### src/core/awc_defs.svh
// register offsets, field positions, reset values and timing counts of the window compare block
`ifndef AWC_DEFS_SVH
`define AWC_DEFS_SVH

`define AWC_OFS_RESULT_LOW      8'hBD
`define AWC_OFS_RESULT_HIGH     8'hBE
`define AWC_OFS_LOWER_LOW       8'hC3
`define AWC_OFS_LOWER_HIGH      8'hC4
`define AWC_OFS_UPPER_LOW       8'hC5
`define AWC_OFS_UPPER_HIGH      8'hC6
`define AWC_OFS_CONTROL         8'hE8

`define AWC_BIT_MATCH_FLAG      3
`define AWC_RESET_BYTE          8'h00
`define AWC_RESET_DIV           5'h1F

`define AWC_CONV_SAR_CLKS       10
`define AWC_CODE_BITS           10
`define AWC_LEFT_PAD            6
`define AWC_DIFF_MOST_NEG       10'h200
`define AWC_DIFF_MOST_POS       10'h1FF

`endif

### src/core/awc_pkg.sv
// types shared by the window compare block
package awc_pkg;

    typedef struct packed {
        logic [7:0] high;
        logic [7:0] low;
    } awc_word_t;

    typedef struct packed {
        logic justify_left;
        logic differential;
    } awc_fmt_t;

    typedef enum logic {
        AWC_IDLE = 1'b0,
        AWC_CONV = 1'b1
    } awc_seq_state_t;

endpackage : awc_pkg

### src/core/awc_conv_seq.sv
// conversion sequencer: paces one conversion over the sar clock periods and captures the code
`timescale 1ns/1ps
`include "awc_defs.svh"

module awc_conv_seq #(
    parameter int CONV_CLKS = `AWC_CONV_SAR_CLKS
) (
    input  wire logic       clk_sys,
    input  wire logic       rst_n,
    input  wire logic       conv_start,
    input  wire logic [4:0] sar_div,
    input  wire logic [9:0] sar_code,
    output logic            busy,
    output logic            done,
    output logic [9:0]      code
);
    awc_pkg::awc_seq_state_t state;
    logic [4:0] div_q;
    logic [4:0] div_cnt;
    logic [3:0] sar_cnt;
    logic       last_period;

    assign last_period = (div_cnt == div_q) && (sar_cnt == 4'(CONV_CLKS - 1));

    // a start during a conversion is ignored so a result never comes early
    always_ff @(posedge clk_sys or negedge rst_n) begin
        if (!rst_n) begin
            state <= awc_pkg::AWC_IDLE;
        end else begin
            unique case (state)
                awc_pkg::AWC_IDLE: begin
                    if (conv_start) begin
                        state <= awc_pkg::AWC_CONV;
                    end
                end
                awc_pkg::AWC_CONV: begin
                    if (last_period) begin
                        state <= awc_pkg::AWC_IDLE;
                    end
                end
            endcase
        end
    end

    // sar clock is sysclk / (div + 1); divider latched so a mid-conversion write cannot shorten it
    always_ff @(posedge clk_sys or negedge rst_n) begin
        if (!rst_n) begin
            div_q   <= `AWC_RESET_DIV;
            div_cnt <= 5'h00;
            sar_cnt <= 4'h0;
        end else if (state == awc_pkg::AWC_IDLE) begin
            div_q   <= sar_div;
            div_cnt <= 5'h00;
            sar_cnt <= 4'h0;
        end else if (div_cnt == div_q) begin
            div_cnt <= 5'h00;
            sar_cnt <= sar_cnt + 4'h1;
        end else begin
            div_cnt <= div_cnt + 5'h01;
        end
    end

    always_ff @(posedge clk_sys or negedge rst_n) begin
        if (!rst_n) begin
            busy <= 1'b0;
            done <= 1'b0;
            code <= 10'h000;
        end else begin
            busy <= (state == awc_pkg::AWC_IDLE) ? conv_start : !last_period;
            done <= (state == awc_pkg::AWC_CONV) && last_period;
            if ((state == awc_pkg::AWC_CONV) && last_period) begin
                code <= sar_code;
            end
        end
    end

    // helper: sysclk cycles spent converting
    logic [8:0] conv_cycles;
    always_ff @(posedge clk_sys or negedge rst_n) begin
        if (!rst_n) begin
            conv_cycles <= 9'h000;
        end else if (state == awc_pkg::AWC_IDLE) begin
            conv_cycles <= 9'h000;
        end else begin
            conv_cycles <= conv_cycles + 9'h001;
        end
    end
endmodule : awc_conv_seq

### src/core/awc_window_compare.sv
// window detector: limit registers, result formatting and match flag of a 10-bit converter
// How it works
// - Upper-limit high byte is a read/write byte register that resets to zero.
// - Upper-limit low byte is a read/write byte register that resets to zero.
// - Single-ended results and limits are compared as unsigned numbers.
// - Inside mode matches only when lower < result < upper, never on equality.
// - Outside mode matches when the result lies beyond the window, above the lower limit or below the upper limit.
// - Right-justified differential results are 10-bit two's complement, sign-extended to 16 bits.
// - Differential compares are signed, so an all-ones limit is minus one.
// - Right-justified differential results run from 0xFE00 (most negative) to 0x01FF.
// - The flag is set by a match or by a control write of one to its bit; a miss leaves it as it was.
// - A conversion lasts at least ten sar clock periods before its result is compared.
// - Every new result is compared against the limits with no software help.
// - Inside or outside detection follows from the limit contents, with no mode bit.
// - Justify select zero gives right-justified words, one gives left-justified with zero low bits.
`timescale 1ns/1ps
`include "awc_defs.svh"

module awc_window_compare (
    input  wire logic       clk_sys,
    input  wire logic       rst_n,
    input  wire logic [7:0] sfr_addr,
    input  wire logic [7:0] sfr_wdata,
    input  wire logic       sfr_we,
    input  wire logic       sfr_re,
    input  wire logic       result_justify_select,
    input  wire logic       differential_select,
    input  wire logic [4:0] sar_div,
    input  wire logic       conv_start,
    input  wire logic [9:0] sar_code,
    output logic [7:0]      sfr_rdata,
    output logic [7:0]      result_high_byte,
    output logic [7:0]      result_low_byte,
    output logic            window_match_flag,
    output logic            conv_busy,
    output logic            conv_done
);
    awc_pkg::awc_word_t window_upper_limit;
    awc_pkg::awc_word_t window_lower_limit;
    awc_pkg::awc_word_t next_result;
    awc_pkg::awc_fmt_t  fmt;
    logic               seq_busy;
    logic               seq_done;
    logic [9:0]         seq_code;
    logic [15:0]        word;
    logic [15:0]        ul;
    logic [15:0]        ll;
    logic               above_lower;
    logic               below_upper;
    logic               inside_mode;
    logic               match;
    logic               ctrl_write;

    awc_conv_seq #(
        .CONV_CLKS (`AWC_CONV_SAR_CLKS)
    ) u_seq (
        .clk_sys    (clk_sys),
        .rst_n      (rst_n),
        .conv_start (conv_start),
        .sar_div    (sar_div),
        .sar_code   (sar_code),
        .busy       (seq_busy),
        .done       (seq_done),
        .code       (seq_code)
    );

    assign fmt  = '{justify_left: result_justify_select, differential: differential_select};
    assign ul   = window_upper_limit;
    assign ll   = window_lower_limit;
    assign ctrl_write = sfr_we && (sfr_addr == `AWC_OFS_CONTROL);

    // left-justified words carry the sign in bit 15 already, so only right-justified ones extend it
    always_comb begin
        if (fmt.justify_left) begin
            word = {seq_code, `AWC_LEFT_PAD'h00};
        end else if (fmt.differential) begin
            word = {{`AWC_LEFT_PAD{seq_code[9]}}, seq_code};
        end else begin
            word = {`AWC_LEFT_PAD'h00, seq_code};
        end
        next_result = word;
    end

    // whole 16-bit images are compared, hence limits must share the result justification
    always_comb begin
        if (fmt.differential) begin
            above_lower = $signed(word) > $signed(ll);
            below_upper = $signed(word) < $signed(ul);
            inside_mode = $signed(ul) > $signed(ll);
        end else begin
            above_lower = word > ll;
            below_upper = word < ul;
            inside_mode = ul > ll;
        end
        if (inside_mode) begin
            match = above_lower && below_upper;
        end else begin
            // swapped limits: the window edges are the upper limit (low edge) and the lower limit (high edge)
            match = above_lower || below_upper;
        end
    end

    always_ff @(posedge clk_sys or negedge rst_n) begin
        if (!rst_n) begin
            window_upper_limit <= {`AWC_RESET_BYTE, `AWC_RESET_BYTE};
            window_lower_limit <= {`AWC_RESET_BYTE, `AWC_RESET_BYTE};
        end else if (sfr_we) begin
            unique case (sfr_addr)
                `AWC_OFS_UPPER_HIGH: window_upper_limit.high <= sfr_wdata;
                `AWC_OFS_UPPER_LOW:  window_upper_limit.low  <= sfr_wdata;
                `AWC_OFS_LOWER_HIGH: window_lower_limit.high <= sfr_wdata;
                `AWC_OFS_LOWER_LOW:  window_lower_limit.low  <= sfr_wdata;
                default: begin
                end
            endcase
        end
    end

    always_ff @(posedge clk_sys or negedge rst_n) begin
        if (!rst_n) begin
            result_high_byte <= `AWC_RESET_BYTE;
            result_low_byte  <= `AWC_RESET_BYTE;
        end else if (seq_done) begin
            result_high_byte <= next_result.high;
            result_low_byte  <= next_result.low;
        end
    end

    // a match in the same cycle as a software clear wins
    always_ff @(posedge clk_sys or negedge rst_n) begin
        if (!rst_n) begin
            window_match_flag <= 1'b0;
        end else if (seq_done && match) begin
            window_match_flag <= 1'b1;
        end else if (ctrl_write) begin
            window_match_flag <= sfr_wdata[`AWC_BIT_MATCH_FLAG];
        end
    end

    always_ff @(posedge clk_sys or negedge rst_n) begin
        if (!rst_n) begin
            sfr_rdata <= 8'h00;
        end else if (sfr_re) begin
            unique case (sfr_addr)
                `AWC_OFS_UPPER_HIGH:  sfr_rdata <= window_upper_limit.high;
                `AWC_OFS_UPPER_LOW:   sfr_rdata <= window_upper_limit.low;
                `AWC_OFS_LOWER_HIGH:  sfr_rdata <= window_lower_limit.high;
                `AWC_OFS_LOWER_LOW:   sfr_rdata <= window_lower_limit.low;
                `AWC_OFS_RESULT_HIGH: sfr_rdata <= result_high_byte;
                `AWC_OFS_RESULT_LOW:  sfr_rdata <= result_low_byte;
                `AWC_OFS_CONTROL:     sfr_rdata <= 8'(window_match_flag) << `AWC_BIT_MATCH_FLAG;
                default:              sfr_rdata <= 8'h00;
            endcase
        end
    end

    always_ff @(posedge clk_sys or negedge rst_n) begin
        if (!rst_n) begin
            conv_busy <= 1'b0;
            conv_done <= 1'b0;
        end else begin
            conv_busy <= seq_busy;
            conv_done <= seq_done;
        end
    end
endmodule : awc_window_compare

### config.mk
export PLATFORM = sky130hd
export DESIGN_NAME = awc_window_compare
export DESIGN_NICKNAME = d
export VERILOG_FILES = /design/src/core/awc_pkg.sv /design/src/core/awc_conv_seq.sv /design/src/core/awc_window_compare.sv
export VERILOG_INCLUDE_DIRS = /design/src /design/src/core
export SDC_FILE = /design/constraint.sdc
export NUM_CORES = 1
export LEC_CHECK = 0
export ABC_AREA = 0
export BUFFER_PORTS_ARGS = -buffer_cell sky130_fd_sc_hd__buf_2
export CORE_UTILIZATION = 40
export CTS_CLUSTER_DIAMETER = 120
export DETAILED_ROUTE_END_ITERATION = 16
export GPL_TIMING_DRIVEN = 0
export MAX_ROUTING_LAYER = met4
export PLACE_DENSITY = 0.55
export SYNTH_ARGS = -nofsm -noshare
export SYNTH_HDL_FRONTEND = slang
export SYNTH_SLANG_ARGS = --single-unit
### constraint.sdc
create_clock -name clk_sys -period 3.4 [get_ports clk_sys]
set_clock_uncertainty 0.1 [all_clocks]
set_input_delay 0.34 -clock clk_sys [delete_from_list [all_inputs] [get_ports clk_sys]]
set_output_delay 0.34 -clock clk_sys [all_outputs]
set_load 0.02 [all_outputs]
* Word-level counts from Yosys, hierarchy flattened *
Index checks and enable logic that the tools add are counted.

storage, ports and cells
  logic and storage cells = 65
  bits of input ports = 38
  bits in registers = 86

cells by class
  bitwise gates (word level) = 1
  add/subtract/negate cells = 2
  reduce and logical (&&, ||, !) cells = 12
  multiplexer cells = 17
  eq/ne operators = 10
  $lt $le $gt $ge = 6

operator list
  cell                   count
  $gt A16 B16 Y1         4
  $eq A8 B8 Y1 const B   7
  $pmux W8 S7            1
  $lt A16 B16 Y1         2
  $mux W16               2
  $mux W5                2
  $mux W1                9
  $mux W4                2
  $reduce_and A2 Y1      4
  $add A5 B1 Y5 const B  1
  $eq A5 B5 Y1           1
  $logic_and A1 B1 Y1    5
  $add A4 B1 Y4 const B  1
  $eq A4 B4 Y1 const B   1
  $ne A2 B2 Y1 const B   1
  $pmux W1 S2            1
  $reduce_bool A2 Y1     1
  $logic_not A1 Y1       1
  $logic_or A1 B1 Y1     1
  $not A1 Y1             1

* Depth between registers and ports, before layout *
Gate-level depths: netlist (run 1).

  depth after elaboration = 8
  depth in mapped cells = 12

* Cells and area by module *
Synthesis (run 1) repeated with hierarchy kept, for this count alone.

second synthesis, totals
  cell total of the unflattened synthesis = 481
  area total of the unflattened synthesis = 5109.9 um^2

by module, submodules not included
  module              cells each  sequential area each (um^2)  area an instance (um^2)  instances
  awc_window_compare  394         1476.4                       3950.0                   1
  awc_conv_seq        87          656.9                        1159.9                   1

* Least setup slack after synthesis (run 1) *
OpenSTA, ideal clock, no wires.

  path type = input-to-reg
  start = in result_justify_select
  end = reg window_match_flag
  buffers on the path = 2
  required time = 3213 ps
  stages = 11
  data arrival time = 2351 ps
  slack = 863 ps
  path through = buf_2 > buf_1 > nor2b_1 > ha_1 > a21o_1 > a21o_1 > a2111oi_0 > nor2_1 > o32ai_1 > o32ai_1 > o211ai_1

RTL lines
  what                  RTL line                   source
  start, declared       awc_window_compare.sv:26   input wire logic result_justify_select,
  end signal, assigned  awc_window_compare.sv:136  window_match_flag <= sfr_wdata[`AWC_BIT_MATCH_FLAG];
  end, declared         awc_window_compare.sv:34   output logic window_match_flag,

==> results of run 1 <==
[worst max path at each step]
stage	start	end	slack, ns	cells after the start
6_report	u_seq.code[9]	window_match_flag	0.64	11
5_1_grt	u_seq.code[9]	window_match_flag	0.35	11
4_1_cts	u_seq.code[9]	window_match_flag	0.63	11
3_5_place_dp	result_justify_select	window_match_flag	0.42	12
3_3_place_gp	result_justify_select	window_match_flag	0.44	12
2_1_floorplan	result_justify_select	window_match_flag	0.86	11
[layout by cell type, fill, tap and decap left out, types with 2 or more instances in the layout]
master      n
clkbuf_1   14
o211ai_1    3
buf_1       4
nor2b_1    11
inv_1      37
a21oi_1    16
mux2i_1    10
nand2b_1    3
xnor2_1     5
a21o_1      8
and2_1      2
a311o_1     2
dfrtp_1    80
buf_2      64
mux2_2     42
nand2_1    52
nor4_1      3
nand4_1     5
nor2_1     36
a31oi_1    14
xor2_1      5
clkbuf_16   9
nand4b_1    2
nand3_1     7
o21a_1      2
nor3_1      3
o21ai_0    33
dfstp_2     5
nand3b_1    3
ha_1       48
and4_1      2
o32ai_1     2
a22oi_1    15
[kinds of logic after synthesis]
kind of cell	after synthesis	share of synthesized area
compound gates	104	0.132
xor+xnor	10	0.0175
fa+ha+maj	48	0.120
buf+inv	55	0.0423
flops	85	0.427
mux	52	0.115
simple gates	141	0.146
[layout make-up]
type	count	area (sq um)	area share
clock inverters	2	13.8	0.00237
plain buffers	18	72.6	0.0125
clock buffers	14	254	0.0437
repair buffers	63	345	0.0594
well taps	168	210	0.0361
multi-input cells	355	2650	0.455
flip-flops and latches	85	2130	0.367
inverters	37	139	0.0239
[worst max-delay path: stages, from the launching register on]
cell and delay [ns]:
dfrtp_1 0.41, nor2b_1 0.16, nand2_1 0.25, nand2_1 0.19, ha_1 0.33, a21o_1 0.18
a21oi_1 0.13, a21oi_1 0.08, nor3_1 0.23, a21oi_1 0.14, o32ai_1 0.31, o211ai_1 0.12
[flip-flops by register name, indices dropped and copies added, names as in the netlist, 5 cells and up]
signal,flops
ll,16
result_high_byte,8
result_low_byte,8
sfr_rdata,8
u_seq.code,10
u_seq.div_cnt,5
u_seq.div_q,5
ul,16
[power groups by stage]
| stage | registers [W] | logic, W | clock network (W) |
|---|---|---|---|
| detailed placement | 0.00123 | 0.000443 | 0 |
| CTS | 0.00121 | 0.000448 | 0.000943 |
| floorplan | 0.00121 | 0.000288 | 0 |
| global placement | 0.00122 | 0.000419 | 0 |
| finish | 0.00121 | 0.000443 | 0.000910 |
| global route | 0.00122 | 0.000507 | 0.000974 |
[Yosys cell counts, drive strengths merged (3+ instances only)]
cell type,instances
xor2,5
buf,8
nor2,36
clkbuf,10
nand2b,4
o21ai,33
mux2i,10
nand3b,3
a21o,8
a21oi,16
a22oi,15
inv,37
dfrtp,80
xnor2,5
nor3,3
nor2b,12
nand3,7
nand2,53
mux2,42
dfstp,5
nand4,5
nor4,4
a31oi,14
o211ai,3
ha,48
[per-layer routing]
metal / vias up / GRT usage
met5: - / -
met4: 0 / 0.124
met3: 42 / 0.0457
met2: 100 / 0.352
met1: 1933 / 0.291
li1: 1912 / -
[through the flow]
| stage | setup WS [ns] | area (sq um) | hold WS [ns] | power, W | cells |
|---|---|---|---|---|---|
| 6_report | 0.645 | 5820 | 0.102 | 0.00256 | 742 |
| 5_1_grt | 0.350 | 5820 | 0.102 | 0.00270 | 742 |
| 4_1_cts | 0.631 | 5820 | 0.0917 | 0.00260 | 742 |
| 3_5_place_dp | 0.421 | 5540 | 0.264 | 0.00167 | 725 |
| 3_3_place_gp | 0.440 | 5510 | 0.356 | 0.00164 | 724 |
| 2_1_floorplan | 0.863 | 4990 | -0.0556 | 0.00150 | 495 |
==> qor.yml, run 1 <==
status: "complete, no violations"
drt-total-wl_microns: 13400
hp-start: "conv_start"
finalSetupTns_ns: 0
rsz0062_at_grt: "false"
yosysWarnings: 0
numCtsBuffers: 9
coreArea_sq_um: 12100
met1Wirelength_microns: 6080
antenna_found_initial: 0
vias: 3987
crit_path_end_kind: "register"
worst_pin_slew_ns: 0.800
worstPathRequired_ns: 3.52
synth_cell_type_count: 53
fill_cells: 1186
synth_seq_cells: 85
crit-reg2reg-launch: "u_seq.code[9]"
antenna_left: 0
path_max_fanout: 10
dieArea_sq_um: 12900
area_growth_pct: 16.5
grt_pass1_vias: 4020
path_class: "register to register"
synthTopCellsByArea: "dfrtp_1, ha_1, mux2_2"
r2r_slack_ns: 0.64
ios: 65
floorplan.initialDensity: 0.412
p_sw_w: 0.000726
fin_crit_sh: 0.810
r2r-end: "window_match_flag"
wire_per_inst_microns: 18.0
gp_congestion: 0.929
p_clk_frac: 0.355
die_h_microns: 114
post-route-util: 0.480
arrival_ns: 2.88
synth.top_cell.area_share: 0.401
hp-class: "input pin to register"
placementRows: 40
cts_tree: "yes"
grt_usage: 0.232
hold_viol: 0
startpoint_type: "register"
cts.sinks: 85
avgSynthCellArea_sq_um: 10.1
final_nets: 655
worstRegToRegCells: 11
cellPowerDensity_nw_per_um2: 440
portBuffers: 61
top_layer_used: "met4"
clk_pin_slew_ns: 0.06
hold_buffers: 1
postCtsSetupRepairBufs: 0
met3WireLength_microns: 592
htree_levels: 3
clock_latency_ns: 0.35
ctsResizeCount: 0
first_pass_iters: 4
grt_pass1_wl_microns: 21500
ys_seq_area_frac: 0.427
finalCriticalPeriod_ns: 2.76
p_leak_nw: 2.86
maxCapViolCount: 0
dpl.hpwl_microns: 10600
power_frac_seq: 0.472
clk_path_buf_depth: 2
yosysTopAreaCell: "dfrtp_1"
p_comb_frac: 0.173
grt_max_degree: 48
swShare: 0.284
maxSlewViolCount: 0
first_iter_violations: 187
syn_area_sq_um: 4990
vias_per_cell: 5.37
ys.flop_type: "dfrtp_1"
slew-limit-headroom: 0.467
internal-power_w: 0.00184
route.detailed.drc: 0
drive_gt1_frac: 0.232
setup_violations: 0
fmax_mhz: 363
synth_edf_count: 0
wl_met2_microns: 6100
synthesis.nets: 581
ir_drop_uv: 459
overflow: 0
synthArstFlopShare: 1.00
n_antenna_cell: 0
postSynthCellCount: 495
min_to: "u_seq.busy"
clock-root-buffer: "clkbuf_16"
worst_hold_path.num_cells: 3
die_width_microns: 114
(Power assumes the default switching activity.)
==> run 2: changes to the inputs <==
Settings changed: PLACE_DENSITY 0.55 to 0.57.
Clock period 3.4 ns to 2.5 ns, I/O delays scaled along.
==> qor.yml, run 2 (synthesis results as in run 1) <==
antenna_left: 0
coreArea_sq_um: 12100
clock-root-buffer: "clkbuf_16"
path_class: "register to register"
swShare: 0.287
worst_pin_slew_ns: 0.771
final_common_cell: "dfrtp_1"
first_pass_iters: 4
crit_path_top_delay_cell: "dfrtp_1"
dieArea_sq_um: 12900
whs_ns: 0.0246
cts.sinks: 85
worst_hold_path.num_cells: 3
cp_top_family: "simple AND/OR/NAND/NOR gates"
die_width_microns: 114
crit_chain: "nor2b_4 > nand2_4 > buf_6 > nand2_4 > ha_1 > nand4_1 > nor2_1 > nand2_1 > o21ai_0 > a21oi_2 > o32ai_2 > o211ai_1"
final_cell_mix: "dfrtp_1, buf_2, nand2_1, mux2_2, ha_1"
vias: 4091
drt-total-wl_microns: 13400
first_iter_violations: 286
crit-reg2reg-launch: "u_seq.code[9]"
worstRegToRegCells: 12
p_sw_w: 0.00101
grt_pass1_vias: 4006
ios: 65
r2r_slack_ns: 0.03
layoutNonFillerInstCount: 750
hp-start: "conv_start"
p_leak_nw: 2.94
internal-power_w: 0.00252
path_max_fanout: 4
n_antenna_cell: 0
vias_per_cell: 5.45
grt_max_degree: 47
ir_drop_uv: 350
power_frac_seq: 0.467
clk_pin_slew_ns: 0.06
layout_setup_ws_ns: 0.0302
gp_congestion: 0.878
finalCriticalPeriod_ns: 2.47
floorplan.initialDensity: 0.412
p_clk_frac: 0.354
dp_cells: 725
cpMostUsedCell: "nand2_4"
postLayoutCellArea_sq_um: 6120
dpl.hpwl_microns: 10200
p_comb_frac: 0.179
wire_per_inst_microns: 17.9
grt_usage: 0.227
grt_pass1_wl_microns: 21500
place_ws_ns: -0.448
drive_gt1_frac: 0.304
worstPathRequired_ns: 2.59
hold_viol: 0
hp-class: "input pin to register"
cellPowerDensity_nw_per_um2: 577
overflow: 0
slew-limit-headroom: 0.486
status: "complete, no violations"
die_h_microns: 114
cts_tree: "yes"
fill_cells: 1139
startpoint: "u_seq.code[9]"
setup_violations: 0
min_to: "u_seq.busy"
r2r-end: "window_match_flag"
portBuffers: 61
maxCapViolCount: 0
placementRows: 40
arrival_ns: 2.56
fmax_mhz: 405
route.detailed.drc: 0
startpoint_type: "register"
htree_levels: 3
clk_path_buf_depth: 2
area_growth_pct: 22.6
numCtsBuffers: 9
fin_crit_sh: 0.988
final_nets: 663
critical_path_buf_inv_count: 1
antenna_found_initial: 0
slowest_delay_ns: 0.38
post_dp_cell_area_sq_um: 5540
clock_latency_ns: 0.34
finalSetupTns_ns: 0
maxSlewViolCount: 0
crit_path_end_kind: "register"
## run 2: worst reg2reg max path, cell delays in order, from the launching register on
cell,delay (ns)
dfrtp_1,0.38
nor2b_4,0.14
nand2_4,0.10
buf_6,0.12
nand2_4,0.05
ha_1,0.30
nand4_1,0.19
nor2_1,0.17
nand2_1,0.06
o21ai_0,0.21
a21oi_2,0.07
o32ai_2,0.28
o211ai_1,0.14
## run 2: area by class of cell
class | count | area [sq um] | area share
clock inverters | 5 | 35.0 | 0.00572
flip-flops and latches | 85 | 2140 | 0.349
repair buffers | 71 | 409 | 0.0668
multi-input cells | 355 | 2880 | 0.470
clock buffers | 11 | 243 | 0.0396
plain buffers | 18 | 73.8 | 0.0121
inverters | 37 | 139 | 0.0227
well taps | 168 | 210 | 0.0343
## run 2: how the worst max path moves through the flow
stage,endpoint,cells after the start,slack (ns)
after floorplan,window_match_flag,11,0.05
after global placement,window_match_flag,11,-0.47
after detailed placement,window_match_flag,11,-0.45
after CTS,window_match_flag,9,0.003
after global routing,window_match_flag,12,-0.02
final,window_match_flag,12,0.03
## run 2: what timing repair did
| action | CTS | global route |
|---|---|---|
| hold buffers | 1 | 0 |
| hold endpoints to repair | 34 | 0 |
| endpoints found under the setup margin | 1 | 1 |
| pin swaps | 7 | 13 |
| gates resized for setup | 13 | 32 |
| gates cloned | 0 | 0 |
| buffers inserted | 6 | 2 |
## run 2: layer usage
metal | vias up | part of all wire | global-route usage
li1 | 1937 | - | -
met1 | 1998 | 0.47 | 0.309
met2 | 141 | 0.46 | 0.359
met3 | 15 | 0.054 | 0.0372
met4 | 0 | 0.011 | 0.0482
met5 | - | 0 | -
## run 2: stage by stage
| stage | utilization | power, W |
|---|---|---|
| 3_5_place_dp | 0.457 | 0.00226 |
| 5_1_grt | 0.506 | 0.00373 |
| 3_3_place_gp | 0.455 | 0.00222 |
| 2_1_floorplan | - | 0.00204 |
| 6_report | 0.506 | 0.00353 |
| 4_1_cts | 0.490 | 0.00353 |
## run 2: power groups by stage
stage | Combinational (W) | Clock, W | Sequential, W
6_report | 0.000633 | 0.00125 | 0.00165
5_1_grt | 0.000722 | 0.00134 | 0.00167
4_1_cts | 0.000610 | 0.00127 | 0.00165
3_5_place_dp | 0.000590 | 0 | 0.00167
3_3_place_gp | 0.000556 | 0 | 0.00167
2_1_floorplan | 0.000392 | 0 | 0.00165
==> run 3: changes to the inputs <==
Settings changed: ABC_AREA 0 to not set, SYNTH_HIERARCHICAL set to 1.
==> qor.yml, run 3 <==
status: "finished, violations left"
failed_checks: "setup timing"
synth.top_cell.area_share: 0.392
numCtsBuffers: 9
cellPowerDensity_nw_per_um2: 589
coreArea_sq_um: 12200
grtUsageMet2: 0.388
antenna_left: 0
synthArstFlopShare: 1.00
gp_congestion: 1.02
syn_area_sq_um: 5110
maxCapViolCount: 0
avgSynthCellArea_sq_um: 10.6
yosysMostFrequentCell: "dfrtp_1"
grt_max_degree: 48
synthTopCellsByArea: "dfrtp_1, ha_1, mux2_1"
vias: 4127
antenna_found_initial: 0
grt_usage: 0.247
synthesis.nets: 567
arrival_ns: 2.63
path_class: "register to register"
overflow: 0
first_pass_iters: 6
dpl.hpwl_microns: 10900
fmax_mhz: 399
place_ws_ns: -0.423
final_common_cell: "dfrtp_1"
yosysTopAreaCell: "dfrtp_1"
drive_gt1_frac: 0.332
slowest_delay_ns: 0.53
clk_pin_slew_ns: 0.07
cts.sinks: 85
grt_util_met3: 0.0358
post-route-util: 0.530
ir_drop_uv: 414
clk_path_buf_depth: 2
dieArea_sq_um: 13200
vias_per_cell: 5.44
placementRows: 40
n_antenna_cell: 0
portBuffers: 62
ys_seq_area_frac: 0.417
final_nets: 671
crit_path_end_kind: "register"
synth_xor_area_frac: 0.0120
worst_pin_slew_ns: 0.665
worstPathRequired_ns: 2.63
area_growth_pct: 26.6
synth_top_family_by_area: "multiplexers"
grt_pass1_wl_microns: 23100
postLayoutCellArea_sq_um: 6470
clock-root-buffer: "clkbuf_16"
fin_crit_sh: 1.00
hp-class: "input pin to register"
startpoint_type: "register"
hold_viol: 0
ios: 65
synth_edf_count: 0
die_h_microns: 115
finalCriticalPeriod_ns: 2.50
synth_cell_type_count: 62
first_iter_violations: 295
crit_path_top_delay_cell: "or4_4"
post_dp_cell_area_sq_um: 5700
setup_violations: 1
p_leak_nw: 3.00
crit_chain: "ha_4 > nand4_1 > or4_4 > a21o_1 > o211ai_2 > mux2_4 > o221ai_2 > o311ai_1"
route.detailed.drc: 0
synth_simple_gate_area_share: 0.128
path_max_fanout: 4
drt-total-wl_microns: 14600
muxShareOfSynthArea: 0.156
ys.flop_type: "dfrtp_1"
final_cell_mix: "dfrtp_1, buf_2, inv_1, ha_1, nor2_1"
synth_common_cells: "dfrtp_1, ha_1, inv_1, nand2_1, nor2_1"
die_width_microns: 115
synth_compound_area_frac: 0.128
synthAdderAreaFrac: 0.118
postSynthCellCount: 481
clock_latency_ns: 0.35
layout_setup_ws_ns: -0.00405
maxSlewViolCount: 0
dp_cells: 712
yosysWarnings: 6
floorplan.initialDensity: 0.418
layoutNonFillerInstCount: 758
wire_per_inst_microns: 19.2
grtUsageMet1: 0.309
total_power_w: 0.00381
synth_seq_cells: 85
cts_tree: "yes"
slew-limit-headroom: 0.554
grt_pass1_vias: 4223
rsz0062_at_grt: "true"
htree_levels: 3
top_usage_layer: "met2"
==> run 3: changes by cell type after synthesis, sizes merged, moves of 4 or more <==
cell,change
mux2,+17
nand2,-17
o21ai,-16
a211oi,+4
buf,-4
nor2,-4
o21a,+4
==> run 3: routing by layer <==
layer	wire length, microns	share of wire
met1	6330	0.43
met2	6950	0.48
met3	688	0.047
met4	619	0.042
met5	0	0
==> run 3: where the power goes <==
part	switching [W]	internal (W)	total [W]
clock network	0.000609	0.000685	0.00129
logic	0.000464	0.000421	0.000885
registers	0.000125	0.00151	0.00163
total	0.00120	0.00261	0.00381
==> run 3: worst paths after layout <==
kind	startpoint	to	slack, ns	cells past startpoint
max in group asynchronous	rst_n	result_high_byte[1]	1.37	3
max reg2reg	ul[11]	window_match_flag	-0.004	8
min in group asynchronous	rst_n	ll[4]	0.32	2
max	ul[11]	window_match_flag	-0.004	8
min	sar_code[8]	u_seq/code[8]	0.02	2
min reg2reg	u_seq/busy	conv_busy	0.32	0
==> run 3: critical path: cells and delay by family (launching register included) <==
family	cells	cell delay [ns]
flops	1	0.44
simple gates	2	0.70
compound gates	4	0.52
mux	1	0.34
fa+ha+maj	1	0.28
==> run 3: cell type report <==
| type | instances | area, sq um |
|---|---|---|
| multi-input combinational | 343 | 3050 |
| inverter | 39 | 146 |
| buffer | 14 | 73.8 |
| sequential | 85 | 2140 |
| clock buffer | 9 | 225 |
| tap | 168 | 210 |
| fill | 1149 | 5740 |
| clock inverter | 7 | 56.3 |
| timing repair buffer | 93 | 571 |
==> run 3: cells by family (layout without fill, tap and decap cells) <==
group / count (synthesis) / count (layout)
XOR/XNOR: 7 / 7
buffers and inverters: 53 / 162
adder cells (fa/ha/maj): 48 / 48
AO/OA/AOI/OAI: 97 / 97
AND/OR/NAND/NOR: 122 / 122
flip-flops: 85 / 85
multiplexers: 69 / 69
==> run 3: timing repair <==
item / 4_1_cts / 5_1_grt
resized for setup: 29 / 16
hold buffers: 2 / 0
pin swaps: 12 / 10
endpoints found under the setup margin: 1 / 9
buffers inserted: 24 / 4
endpoints found under the hold margin: 34 / 0
cloned: 0 / 0
==> run 3: through the flow <==
step | setup TNS [ns] | hold WS (ns)
after floorplan | 0 | -0.146
after global placement | -2.42 | 0.296
after detailed placement | -2.22 | 0.160
after CTS | 0 | 0.0155
after global routing | -0.0873 | 0.0178
final | -0.00405 | 0.0245
